--- src/shared/tdmrx_cfg.svh ---
/*
 * register offsets, field positions, write masks and reset values of the
 * tdm serial frame receiver.
 * assumes: included by its bare name from the design files.
 */
`ifndef TDMRX_CFG_SVH
`define TDMRX_CFG_SVH

`define TDMRX_OFS_RECV_CTRL 8'h00
`define TDMRX_OFS_PORT_CTRL 8'h04
`define TDMRX_OFS_RATE_GEN 8'h08
`define TDMRX_OFS_PIN_CTRL 8'h0C
`define TDMRX_OFS_DATA 8'h10
`define TDMRX_OFS_IRQ_STATUS 8'h14
`define TDMRX_OFS_IRQ_CLEAR 8'h18
`define TDMRX_OFS_IRQ_ENABLE 8'h1C
`define TDMRX_OFS_FRAME_TARGET 8'h20
`define TDMRX_OFS_FRAME_COUNT 8'h24

// receive_control fields
`define TDMRX_RC_DLY_HI 17
`define TDMRX_RC_DLY_LO 16
`define TDMRX_RC_FRLEN_HI 14
`define TDMRX_RC_FRLEN_LO 8
`define TDMRX_RC_WDLEN_HI 7
`define TDMRX_RC_WDLEN_LO 5
// serial_port_control fields
`define TDMRX_PC_SYNC_GEN_RST 23
`define TDMRX_PC_RATE_GEN_RST 22
`define TDMRX_PC_IRQ_SEL_HI 5
`define TDMRX_PC_IRQ_SEL_LO 4
`define TDMRX_PC_RECV_RST 0
// sample_rate_gen fields
`define TDMRX_RG_EXT_LOCK 31
`define TDMRX_RG_EDGE_SEL 30
`define TDMRX_RG_SRC_SEL 29
`define TDMRX_RG_DIV_HI 7
`define TDMRX_RG_DIV_LO 0
// pin_control fields
`define TDMRX_PN_SYNC_SRC 10
`define TDMRX_PN_CLK_DIR 8
`define TDMRX_PN_SYNC_POL 2

`define TDMRX_MASK_RECV_CTRL 32'h00037FE0
`define TDMRX_MASK_PORT_CTRL 32'h00C00031
`define TDMRX_MASK_RATE_GEN 32'hE00000FF
`define TDMRX_MASK_PIN_CTRL 32'h00000504

`define TDMRX_RST_RECV_CTRL 32'h00000000
`define TDMRX_RST_PORT_CTRL 32'h00000000
`define TDMRX_RST_RATE_GEN 32'h00000000
`define TDMRX_RST_PIN_CTRL 32'h00000000

// interrupt status bits
`define TDMRX_IRQ_W 4
`define TDMRX_IRQ_FSYNC 0
`define TDMRX_IRQ_WORD 1
`define TDMRX_IRQ_OVERRUN 2
`define TDMRX_IRQ_DONE 3
`define TDMRX_IRQSEL_WORD 2'h0
`define TDMRX_IRQSEL_FSYNC 2'h2

`endif

--- src/shared/tdmrx_pkg.sv ---
/*
 * types shared by the tdm serial frame receiver.
 * assumes: nothing beyond a systemverilog compiler.
 */
package tdmrx_pkg;

   typedef enum logic [1:0] {
      ST_HALT,
      ST_WAIT,
      ST_RUN,
      ST_DONE
   } tdmrx_state_type;

   // element length in bits from the word length code
   function automatic logic [5:0] tdmrx_word_bits(input logic [2:0] code);
      case (code)
         3'h1: tdmrx_word_bits = 6'h0C;
         3'h2: tdmrx_word_bits = 6'h10;
         3'h3: tdmrx_word_bits = 6'h14;
         3'h4: tdmrx_word_bits = 6'h18;
         3'h5: tdmrx_word_bits = 6'h20;
         default: tdmrx_word_bits = 6'h08;
      endcase
   endfunction

endpackage

--- src/verilog/tdmrx_receiver.sv ---
/*
 * receive side of a serial port slaved to a single-rate tdm telecom bus,
 * with register port, sticky interrupts and a dma read event per word.
 * assumes: bit clock, frame pulse and data come from the bus device and are
 * asynchronous to sys_clk, which is at least eight times faster.
 */
`timescale 1ns/1ps
`default_nettype none
`include "tdmrx_cfg.svh"

module tdmrx_receiver (
   input wire logic sys_clk,
   input wire logic sys_rst,
   input wire logic clk_en,
   input wire logic ext_clock_pin,
   input wire logic recv_sync_pin,
   input wire logic serial_data_in,
   input wire logic [7:0] reg_addr,
   input wire logic [31:0] reg_wdata,
   input wire logic reg_wr,
   input wire logic reg_rd,
   output logic [31:0] reg_rdata,
   output logic cpu_irq_line_fifteen,
   output logic recv_dma_event,
   output logic recv_clock_pin_o,
   output logic recv_clock_pin_oe,
   output logic recv_sync_pin_o,
   output logic recv_sync_pin_oe
);

   logic [2:0] pin_s;
   logic clk_prev_reg, clk_prev_next;
   logic sync_prev_reg, sync_prev_next;
   logic [31:0] recv_control_reg, recv_control_next;
   logic [31:0] port_control_reg, port_control_next;
   logic [31:0] rate_gen_reg, rate_gen_next;
   logic [31:0] pin_control_reg, pin_control_next;
   logic [15:0] frame_target_reg, frame_target_next;
   logic [`TDMRX_IRQ_W-1:0] irq_status_reg, irq_status_next;
   logic [`TDMRX_IRQ_W-1:0] irq_enable_reg, irq_enable_next;
   logic [31:0] rdata_reg, rdata_next;
   logic irq_reg, irq_next;
   logic clk_o_reg, clk_o_next;
   logic clk_oe_reg, clk_oe_next;
   logic sync_oe_reg, sync_oe_next;
   logic internal_recv_sync_reg, internal_recv_sync_next;
   tdmrx_pkg::tdmrx_state_type state_reg, state_next;
   logic [6:0] elem_cnt_reg, elem_cnt_next;
   logic [5:0] bit_cnt_reg, bit_cnt_next;
   logic [1:0] dly_cnt_reg, dly_cnt_next;
   logic [31:0] shift_reg, shift_next;
   logic [31:0] recv_data_reg, recv_data_next;
   logic data_full_reg, data_full_next;
   logic dma_reg, dma_next;
   logic [15:0] frame_cnt_reg, frame_cnt_next;
   logic word_done, overrun_evt, done_evt, rise, fall, active_edge, frame_level;
   logic frame_start, data_read;
   logic [`TDMRX_IRQ_W-1:0] irq_evt;

   wire logic ext_sync_lock = rate_gen_reg[`TDMRX_RG_EXT_LOCK];
   wire logic edge_sel = rate_gen_reg[`TDMRX_RG_EDGE_SEL];
   wire logic rate_gen_reset_n = port_control_reg[`TDMRX_PC_RATE_GEN_RST];
   wire logic sync_gen_reset_n = port_control_reg[`TDMRX_PC_SYNC_GEN_RST];
   wire logic recv_reset_n = port_control_reg[`TDMRX_PC_RECV_RST];
   wire logic [1:0] recv_irq_select =
      port_control_reg[`TDMRX_PC_IRQ_SEL_HI:`TDMRX_PC_IRQ_SEL_LO];
   wire logic recv_sync_source_sel = pin_control_reg[`TDMRX_PN_SYNC_SRC];
   wire logic recv_clock_dir = pin_control_reg[`TDMRX_PN_CLK_DIR];
   wire logic recv_sync_polarity = pin_control_reg[`TDMRX_PN_SYNC_POL];
   wire logic [1:0] recv_data_delay =
      recv_control_reg[`TDMRX_RC_DLY_HI:`TDMRX_RC_DLY_LO];
   wire logic [6:0] phase1_frame_length =
      recv_control_reg[`TDMRX_RC_FRLEN_HI:`TDMRX_RC_FRLEN_LO];
   wire logic [2:0] phase1_word_length =
      recv_control_reg[`TDMRX_RC_WDLEN_HI:`TDMRX_RC_WDLEN_LO];
   wire logic [5:0] word_bits = tdmrx_pkg::tdmrx_word_bits(phase1_word_length);

   // all three bus pins are inputs and pass two flops first
   tdmrx_pin_sync #(.WIDTH(3)) u_pin_sync (
      .sys_clk(sys_clk),
      .sys_rst(sys_rst),
      .clk_en(clk_en),
      .pins_in({serial_data_in, recv_sync_pin, ext_clock_pin}),
      .pins_out(pin_s)
   );

   // edge finder and frame sync sampler on the external bit clock
   always_comb begin
      rise = pin_s[0] & ~clk_prev_reg;
      fall = ~pin_s[0] & clk_prev_reg;
      active_edge = rate_gen_reset_n & (edge_sel ? fall : rise);
      frame_level = pin_s[1] ^ recv_sync_polarity;
      // only the pulse itself marks a frame; nothing counts the period
      frame_start = active_edge & frame_level & ~sync_prev_reg & ext_sync_lock
         & sync_gen_reset_n & recv_sync_source_sel;
      clk_prev_next = pin_s[0];
      sync_prev_next = active_edge ? frame_level : sync_prev_reg;
      internal_recv_sync_next = frame_start ? 1'b1 :
         (active_edge ? 1'b0 : internal_recv_sync_reg);
      clk_o_next = pin_s[0] ^ edge_sel;
      clk_oe_next = recv_clock_dir;
      sync_oe_next = recv_sync_source_sel & ~ext_sync_lock;
   end

   always_ff @(posedge sys_clk) begin
      if (sys_rst) begin
         clk_prev_reg <= 1'b0;
         sync_prev_reg <= 1'b0;
         internal_recv_sync_reg <= 1'b0;
         clk_o_reg <= 1'b0;
         clk_oe_reg <= 1'b0;
         sync_oe_reg <= 1'b0;
      end else if (clk_en) begin
         clk_prev_reg <= clk_prev_next;
         sync_prev_reg <= sync_prev_next;
         internal_recv_sync_reg <= internal_recv_sync_next;
         clk_o_reg <= clk_o_next;
         clk_oe_reg <= clk_oe_next;
         sync_oe_reg <= sync_oe_next;
      end
   end

   // receiver: element assembly, frame and word counting
   always_comb begin
      state_next = state_reg;
      elem_cnt_next = elem_cnt_reg;
      bit_cnt_next = bit_cnt_reg;
      dly_cnt_next = dly_cnt_reg;
      shift_next = shift_reg;
      recv_data_next = recv_data_reg;
      frame_cnt_next = frame_cnt_reg;
      dma_next = 1'b0;
      word_done = 1'b0;
      overrun_evt = 1'b0;
      done_evt = 1'b0;
      data_read = reg_rd & (reg_addr == `TDMRX_OFS_DATA);
      if (!recv_reset_n) begin
         state_next = tdmrx_pkg::ST_HALT;
         elem_cnt_next = 7'h00;
         bit_cnt_next = 6'h00;
         dly_cnt_next = 2'h0;
         shift_next = 32'h00000000;
         frame_cnt_next = 16'h0000;
      end else begin
         case (state_reg)
            tdmrx_pkg::ST_HALT: begin
               state_next = tdmrx_pkg::ST_WAIT;
            end
            tdmrx_pkg::ST_WAIT, tdmrx_pkg::ST_RUN: begin
               if (frame_start) begin
                  state_next = tdmrx_pkg::ST_RUN;
                  elem_cnt_next = 7'h00;
                  shift_next = 32'h00000000;
                  if (recv_data_delay == 2'h0) begin
                     shift_next = {31'h00000000, pin_s[2]};
                     bit_cnt_next = 6'h01;
                  end else begin
                     dly_cnt_next = recv_data_delay - 2'h1;
                     bit_cnt_next = 6'h00;
                  end
               end else if (state_reg == tdmrx_pkg::ST_RUN && active_edge) begin
                  if (dly_cnt_reg != 2'h0) begin
                     dly_cnt_next = dly_cnt_reg - 2'h1;
                  end else begin
                     shift_next = {shift_reg[30:0], pin_s[2]};
                     bit_cnt_next = bit_cnt_reg + 6'h01;
                     if (bit_cnt_reg + 6'h01 == word_bits) begin
                        word_done = 1'b1;
                     end
                  end
               end
               if (word_done) begin
                  recv_data_next = shift_next;
                  shift_next = 32'h00000000;
                  bit_cnt_next = 6'h00;
                  dma_next = 1'b1;
                  overrun_evt = data_full_reg & ~data_read;
                  if (elem_cnt_reg == phase1_frame_length) begin
                     frame_cnt_next = frame_cnt_reg + 16'h0001;
                     state_next = tdmrx_pkg::ST_WAIT;
                     if (frame_target_reg != 16'h0000 &&
                         frame_cnt_next == frame_target_reg) begin
                        state_next = tdmrx_pkg::ST_DONE;
                        done_evt = 1'b1;
                     end
                  end else begin
                     elem_cnt_next = elem_cnt_reg + 7'h01;
                  end
               end
            end
            tdmrx_pkg::ST_DONE: begin
               state_next = tdmrx_pkg::ST_DONE;
            end
            default: begin
               state_next = tdmrx_pkg::ST_HALT;
            end
         endcase
      end
      // a new word wins over the read that empties the register
      data_full_next = word_done ? 1'b1 : (data_read ? 1'b0 : data_full_reg);
   end

   always_ff @(posedge sys_clk) begin
      if (sys_rst) begin
         state_reg <= tdmrx_pkg::ST_HALT;
         elem_cnt_reg <= 7'h00;
         bit_cnt_reg <= 6'h00;
         dly_cnt_reg <= 2'h0;
         shift_reg <= 32'h00000000;
         recv_data_reg <= 32'h00000000;
         data_full_reg <= 1'b0;
         dma_reg <= 1'b0;
         frame_cnt_reg <= 16'h0000;
      end else if (clk_en) begin
         state_reg <= state_next;
         elem_cnt_reg <= elem_cnt_next;
         bit_cnt_reg <= bit_cnt_next;
         dly_cnt_reg <= dly_cnt_next;
         shift_reg <= shift_next;
         recv_data_reg <= recv_data_next;
         data_full_reg <= data_full_next;
         dma_reg <= dma_next;
         frame_cnt_reg <= frame_cnt_next;
      end
   end

   // register port and interrupt status
   always_comb begin
      recv_control_next = recv_control_reg;
      port_control_next = port_control_reg;
      rate_gen_next = rate_gen_reg;
      pin_control_next = pin_control_reg;
      frame_target_next = frame_target_reg;
      irq_enable_next = irq_enable_reg;
      irq_evt = '0;
      // frame sync event counts even while the receiver is held in reset
      irq_evt[`TDMRX_IRQ_FSYNC] = frame_start
         & (recv_irq_select == `TDMRX_IRQSEL_FSYNC);
      irq_evt[`TDMRX_IRQ_WORD] = word_done & (recv_irq_select == `TDMRX_IRQSEL_WORD);
      irq_evt[`TDMRX_IRQ_OVERRUN] = overrun_evt;
      irq_evt[`TDMRX_IRQ_DONE] = done_evt;
      irq_status_next = irq_status_reg;
      if (reg_wr) begin
         case (reg_addr)
            `TDMRX_OFS_RECV_CTRL: recv_control_next = reg_wdata & `TDMRX_MASK_RECV_CTRL;
            `TDMRX_OFS_PORT_CTRL: port_control_next = reg_wdata & `TDMRX_MASK_PORT_CTRL;
            `TDMRX_OFS_RATE_GEN: rate_gen_next = reg_wdata & `TDMRX_MASK_RATE_GEN;
            `TDMRX_OFS_PIN_CTRL: pin_control_next = reg_wdata & `TDMRX_MASK_PIN_CTRL;
            `TDMRX_OFS_FRAME_TARGET: frame_target_next = reg_wdata[15:0];
            `TDMRX_OFS_IRQ_ENABLE: irq_enable_next = reg_wdata[`TDMRX_IRQ_W-1:0];
            `TDMRX_OFS_IRQ_CLEAR: begin
               irq_status_next = irq_status_reg & ~reg_wdata[`TDMRX_IRQ_W-1:0];
            end
            default: begin
            end
         endcase
      end
      irq_status_next = irq_status_next | irq_evt;
      irq_next = |(irq_status_reg & irq_enable_reg);
      rdata_next = 32'h00000000;
      if (reg_rd) begin
         case (reg_addr)
            `TDMRX_OFS_RECV_CTRL: rdata_next = recv_control_reg;
            `TDMRX_OFS_PORT_CTRL: begin
               rdata_next = port_control_reg;
               rdata_next[1] = data_full_reg;
            end
            `TDMRX_OFS_RATE_GEN: rdata_next = rate_gen_reg;
            `TDMRX_OFS_PIN_CTRL: rdata_next = pin_control_reg;
            `TDMRX_OFS_DATA: rdata_next = recv_data_reg;
            `TDMRX_OFS_IRQ_STATUS: rdata_next = {28'h0000000, irq_status_reg};
            `TDMRX_OFS_IRQ_ENABLE: rdata_next = {28'h0000000, irq_enable_reg};
            `TDMRX_OFS_FRAME_TARGET: rdata_next = {16'h0000, frame_target_reg};
            `TDMRX_OFS_FRAME_COUNT: rdata_next = {16'h0000, frame_cnt_reg};
            default: rdata_next = 32'h00000000;
         endcase
      end
   end

   always_ff @(posedge sys_clk) begin
      if (sys_rst) begin
         recv_control_reg <= `TDMRX_RST_RECV_CTRL;
         port_control_reg <= `TDMRX_RST_PORT_CTRL;
         rate_gen_reg <= `TDMRX_RST_RATE_GEN;
         pin_control_reg <= `TDMRX_RST_PIN_CTRL;
         frame_target_reg <= 16'h0000;
         irq_status_reg <= '0;
         irq_enable_reg <= '0;
         irq_reg <= 1'b0;
         rdata_reg <= 32'h00000000;
      end else if (clk_en) begin
         recv_control_reg <= recv_control_next;
         port_control_reg <= port_control_next;
         rate_gen_reg <= rate_gen_next;
         pin_control_reg <= pin_control_next;
         frame_target_reg <= frame_target_next;
         irq_status_reg <= irq_status_next;
         irq_enable_reg <= irq_enable_next;
         irq_reg <= irq_next;
         rdata_reg <= rdata_next;
      end
   end

   assign reg_rdata = rdata_reg;
   assign cpu_irq_line_fifteen = irq_reg;
   assign recv_dma_event = dma_reg;
   assign recv_clock_pin_o = clk_o_reg;
   assign recv_clock_pin_oe = clk_oe_reg;
   assign recv_sync_pin_o = internal_recv_sync_reg;
   assign recv_sync_pin_oe = sync_oe_reg;
endmodule // tdmrx_receiver

`default_nettype wire

--- src/verilog/tdmrx_pin_sync.sv ---
/*
 * two-flop synchroniser for the pins of the serial bus.
 * assumes: pins are asynchronous to sys_clk; clk_en freezes the chain.
 */
`timescale 1ns/1ps
`default_nettype none

module tdmrx_pin_sync #(
   parameter int WIDTH = 3
) (
   input wire logic sys_clk,
   input wire logic sys_rst,
   input wire logic clk_en,
   input wire logic [WIDTH-1:0] pins_in,
   output logic [WIDTH-1:0] pins_out
);

   logic [WIDTH-1:0] meta_reg;
   logic [WIDTH-1:0] stable_reg;

   always_ff @(posedge sys_clk) begin
      if (sys_rst) begin
         meta_reg <= '0;
         stable_reg <= '0;
      end else if (clk_en) begin
         meta_reg <= pins_in;
         stable_reg <= meta_reg;
      end
   end

   assign pins_out = stable_reg;

endmodule // tdmrx_pin_sync

`default_nettype wire

--- config.mk ---
export PLATFORM = sky130hd
export DESIGN_NAME = tdmrx_receiver
export DESIGN_NICKNAME = d
export VERILOG_FILES = /design/src/shared/tdmrx_pkg.sv /design/src/verilog/tdmrx_receiver.sv /design/src/verilog/tdmrx_pin_sync.sv
export VERILOG_INCLUDE_DIRS = /design/src /design/src/shared
export SDC_FILE = /design/constraint.sdc
export NUM_CORES = 1
export LEC_CHECK = 0
export BUFFER_PORTS_ARGS = -buffer_cell sky130_fd_sc_hd__buf_2
export CAP_MARGIN = 20
export CORE_AREA = 10 10 113 190
export CTS_CLUSTER_DIAMETER = 200
export DETAILED_ROUTE_END_ITERATION = 10
export DIE_AREA = 0 0 123 200
export GPL_TIMING_DRIVEN = 0
export PLACE_DENSITY = 0.84
export SLEW_MARGIN = 30
export SYNTH_ARGS = -nofsm -noshare
export SYNTH_HDL_FRONTEND = slang
export SYNTH_SLANG_ARGS = --single-unit
--- constraint.sdc ---
create_clock -name sys_clk -period 3.4 [get_ports sys_clk]
set_input_delay 0.34 -clock sys_clk [delete_from_list [all_inputs] [get_ports sys_clk]]
set_output_delay 0.34 -clock sys_clk [all_outputs]
set_load 0.01 [all_outputs]
==> impl_metrics.toml <==
[run_status]
status = "finished clean"

[flow_run]
cap_violations = 0

[power]
p_leak_uw = 0.00413
power_density_nw_per_um2 = 406
irDropWorstVdd_uv = 396

[cells_and_area]
stdcell_area_sq_um = 11100
drive_gt1_share_pct = 10.2
fillers = 1641
multi_input_area_sq_um = 5360
syn2layout_area_growth_pct = 12.6
seqCellArea_sq_um = 3980
num_antenna_cells = 0
finish.net_count = 1379

[synthesis]
yosysMostFrequentCell = "dfxtp_1"
yosysTopAreaCellShare_pct = 40.5
yosysTopAreaCell = "dfxtp_1"
yosys-top-cells-area = "dfxtp_1 (40%), nand2_1 (6.6%), a21oi_1 (6.2%)"
async_flop_share_pct = 0
syn_area_sq_um = 9840
synth-seq-area-share_pct = 40.5
synth_flop_cell = "dfxtp_1"
synth.avg_cell_area_sq_um = 7.99
synth_edf_count = 0
synth_common_cells = "dfxtp_1 (199), nand2_1 (172), nor2_1 (148)"
synth_warnings = 0
syn_nets = 1286
synth_cell_types = 69
ys_seq_elements = 199
synth_cells = 1232

[clock_network]
cts_made_buffers = 17
clock_path_buffers = 2
clock_latency_ps = 460
htree_levels = 4
cts-root-buf = "clkbuf_16"
tritoncts = "yes"
cts.sinks = 199
path_clk_slew_ps = 80

[worst_hold_path]
hold_path.class = "primary input to flip-flop"

[die]
coreArea_sq_um = 18100
die_area_sq_um = 24600
io_pins = 86
rows = 65
die_x_microns = 123
initial_utilization_pct = 54.3
die_h_microns = 200

[global_route]
antenna_found_initial = 0
overflow = 0
grt_pass1_vias = 9989
grt_usage_pct = 28.6
grt_max_degree = 20
grt_pass1_wl_microns = 54100

[timing]
tightest_slew_ps = 1000
report.final.setup_viol = 0
hold_viol_final = 0
final_max_slew_viol_count = 0
rsz0062_at_grt = "no"
relSlewSlack_pct = 32.7
tns_ps = 0
clock.fmax_ghz = 0.308
skew_ps = 14.9
fin_crit_ps = 3250
post-route-period-util_pct = 95.5

[routing]
routed_via_density = 6.43
drt-total-wl_microns = 35600
firstDrtPassIters = 8
drc = 0
drtAntennaViolNets = 0
wire_per_inst_microns = 22.6
vias = 10096
drtIter0Drc = 1050

[setup_path]
critPathKind = "flip-flop to flip-flop"
arrival_ps = 3630
crit_path_top_delay_cell = "nor4_4"
crit_path_max_incr_delay_ps = 530
cp.required_ps = 3780
end_kind = "flip-flop"
critical_path.max_fanout = 8
cpMostUsedCell = "nand4_1"
start_kind = "flip-flop"
cp_cell_sequence = "clkbuf_1 -> nand4_1 -> nor4_4 -> xnor2_1 -> a211oi_1 -> nand4_1 -> or2_1 -> a21oi_1"

[place]
finalWeightedCongestion = 1.02
dp_hpwl_microns = 26900
numPortBuffers = 72
dpl-instance-area_sq_um = 10500
## through the flow
step / instances / hold WS [ps] / total power, uW / utilization [%] / worst slack [ps]
6_report: 1571 / 127 / 4500 / 61.1 / 153
5_1_grt: 1571 / 134 / 4590 / 61.1 / 88.9
4_1_cts: 1569 / 120 / 4500 / 61.0 / 28.5
3_5_place_dp: 1538 / 445 / 2570 / 57.9 / 66.8
3_3_place_gp: 1538 / 439 / 2570 / 57.9 / 35.7
2_1_floorplan: 1232 / 431 / 2480 / - / 933
## cell usage in the layout, fill, tap and decap left out, drive strengths merged, types with 5 or more instances in the layout
| cell type | count |
|---|---|
| a211oi | 8 |
| a21o | 6 |
| a21oi | 121 |
| a222oi | 15 |
| a22oi | 12 |
| a31oi | 15 |
| a32oi | 35 |
| and2 | 6 |
| and3 | 8 |
| buf | 91 |
| clkbuf | 105 |
| clkinv | 5 |
| dfxtp | 199 |
| ha | 6 |
| inv | 33 |
| mux2 | 8 |
| mux2i | 56 |
| nand2 | 172 |
| nand2b | 5 |
| nand3 | 51 |
| nand4 | 19 |
| nor2 | 148 |
| nor2b | 5 |
| nor3 | 17 |
| nor4 | 12 |
| o211ai | 18 |
| o21ai | 39 |
| or3 | 9 |
| or4 | 13 |
| xnor2 | 20 |
| xor2 | 18 |
## per-layer routing
metal | part of all wire (%) | routed length [microns] | GRT usage (%)
met1 | 33 | 11900 | 28.5
met3 | 7.5 | 2680 | 5.06
met4 | 10 | 3570 | 27.8
met5 | 0 | 0 | 0
met2 | 49 | 17400 | 48.5
## kinds of logic after synthesis
kind of cell / after synthesis / synth area share [%]
AND/OR/NAND/NOR: 483 / 22.6
AO/OA/AOI/OAI: 310 / 20.8
flip-flops: 199 / 40.5
buffers and inverters: 131 / 5.19
multiplexers: 65 / 6.84
XOR/XNOR: 38 / 3.38
adder cells (fa/ha/maj): 6 / 0.763
## power breakdown
part           switching, uW  leakage (uW)  internal (uW)
Clock                   1010      0.000272            969
Sequential              3.82       0.00160           2330
Combinational            143       0.00225           42.3
Total                   1150       0.00413           3340
## worst paths after layout
check / start / slack [ps] / depth (start not counted) / endpoint
setup / recovery: frame_cnt_reg[7]$_SDFFE_PP0P_ / 150 / 8 / state_reg[1]$_SDFFE_PP0P_
setup reg to reg: frame_cnt_reg[7]$_SDFFE_PP0P_ / 150 / 8 / state_reg[1]$_SDFFE_PP0P_
hold / removal: reg_wdata[30] / 130 / 3 / rate_gen_reg[30]$_SDFFE_PP0P_
hold reg to reg: recv_data_reg[27]$_SDFFE_PP0P_ / 460 / 2 / recv_data_reg[27]$_SDFFE_PP0P_
## what timing repair did
action / 4_1_cts / 5_1_grt
endpoints found under the hold margin: 0 / 0
setup endpoints to repair: 0 / 20
buffers inserted: 0 / 2
hold buffers: 0 / 0
resized for setup: 0 / 4
## worst max-delay path, delay by kind of cell, from the launching register on
family | cells | cell delay (ps)
buffers and inverters | 1 | 350
xor gates and xnor gates | 1 | 270
and+or+nand+nor | 4 | 1640
DFF | 1 | 310
AOI/OAI and AO/OA | 2 | 620
## cell type report
cell class | count | area share (%)
tap | 234 | 2.64
multi-input combinational | 902 | 48.3
clock inverter | 14 | 1.25
clock buffer | 17 | 3.84
sequential | 199 | 35.9
timing repair buffer | 74 | 3.39
buffer | 105 | 3.74
inverter | 26 | 0.880
Note: power is estimated with default switching activity, not from simulation.
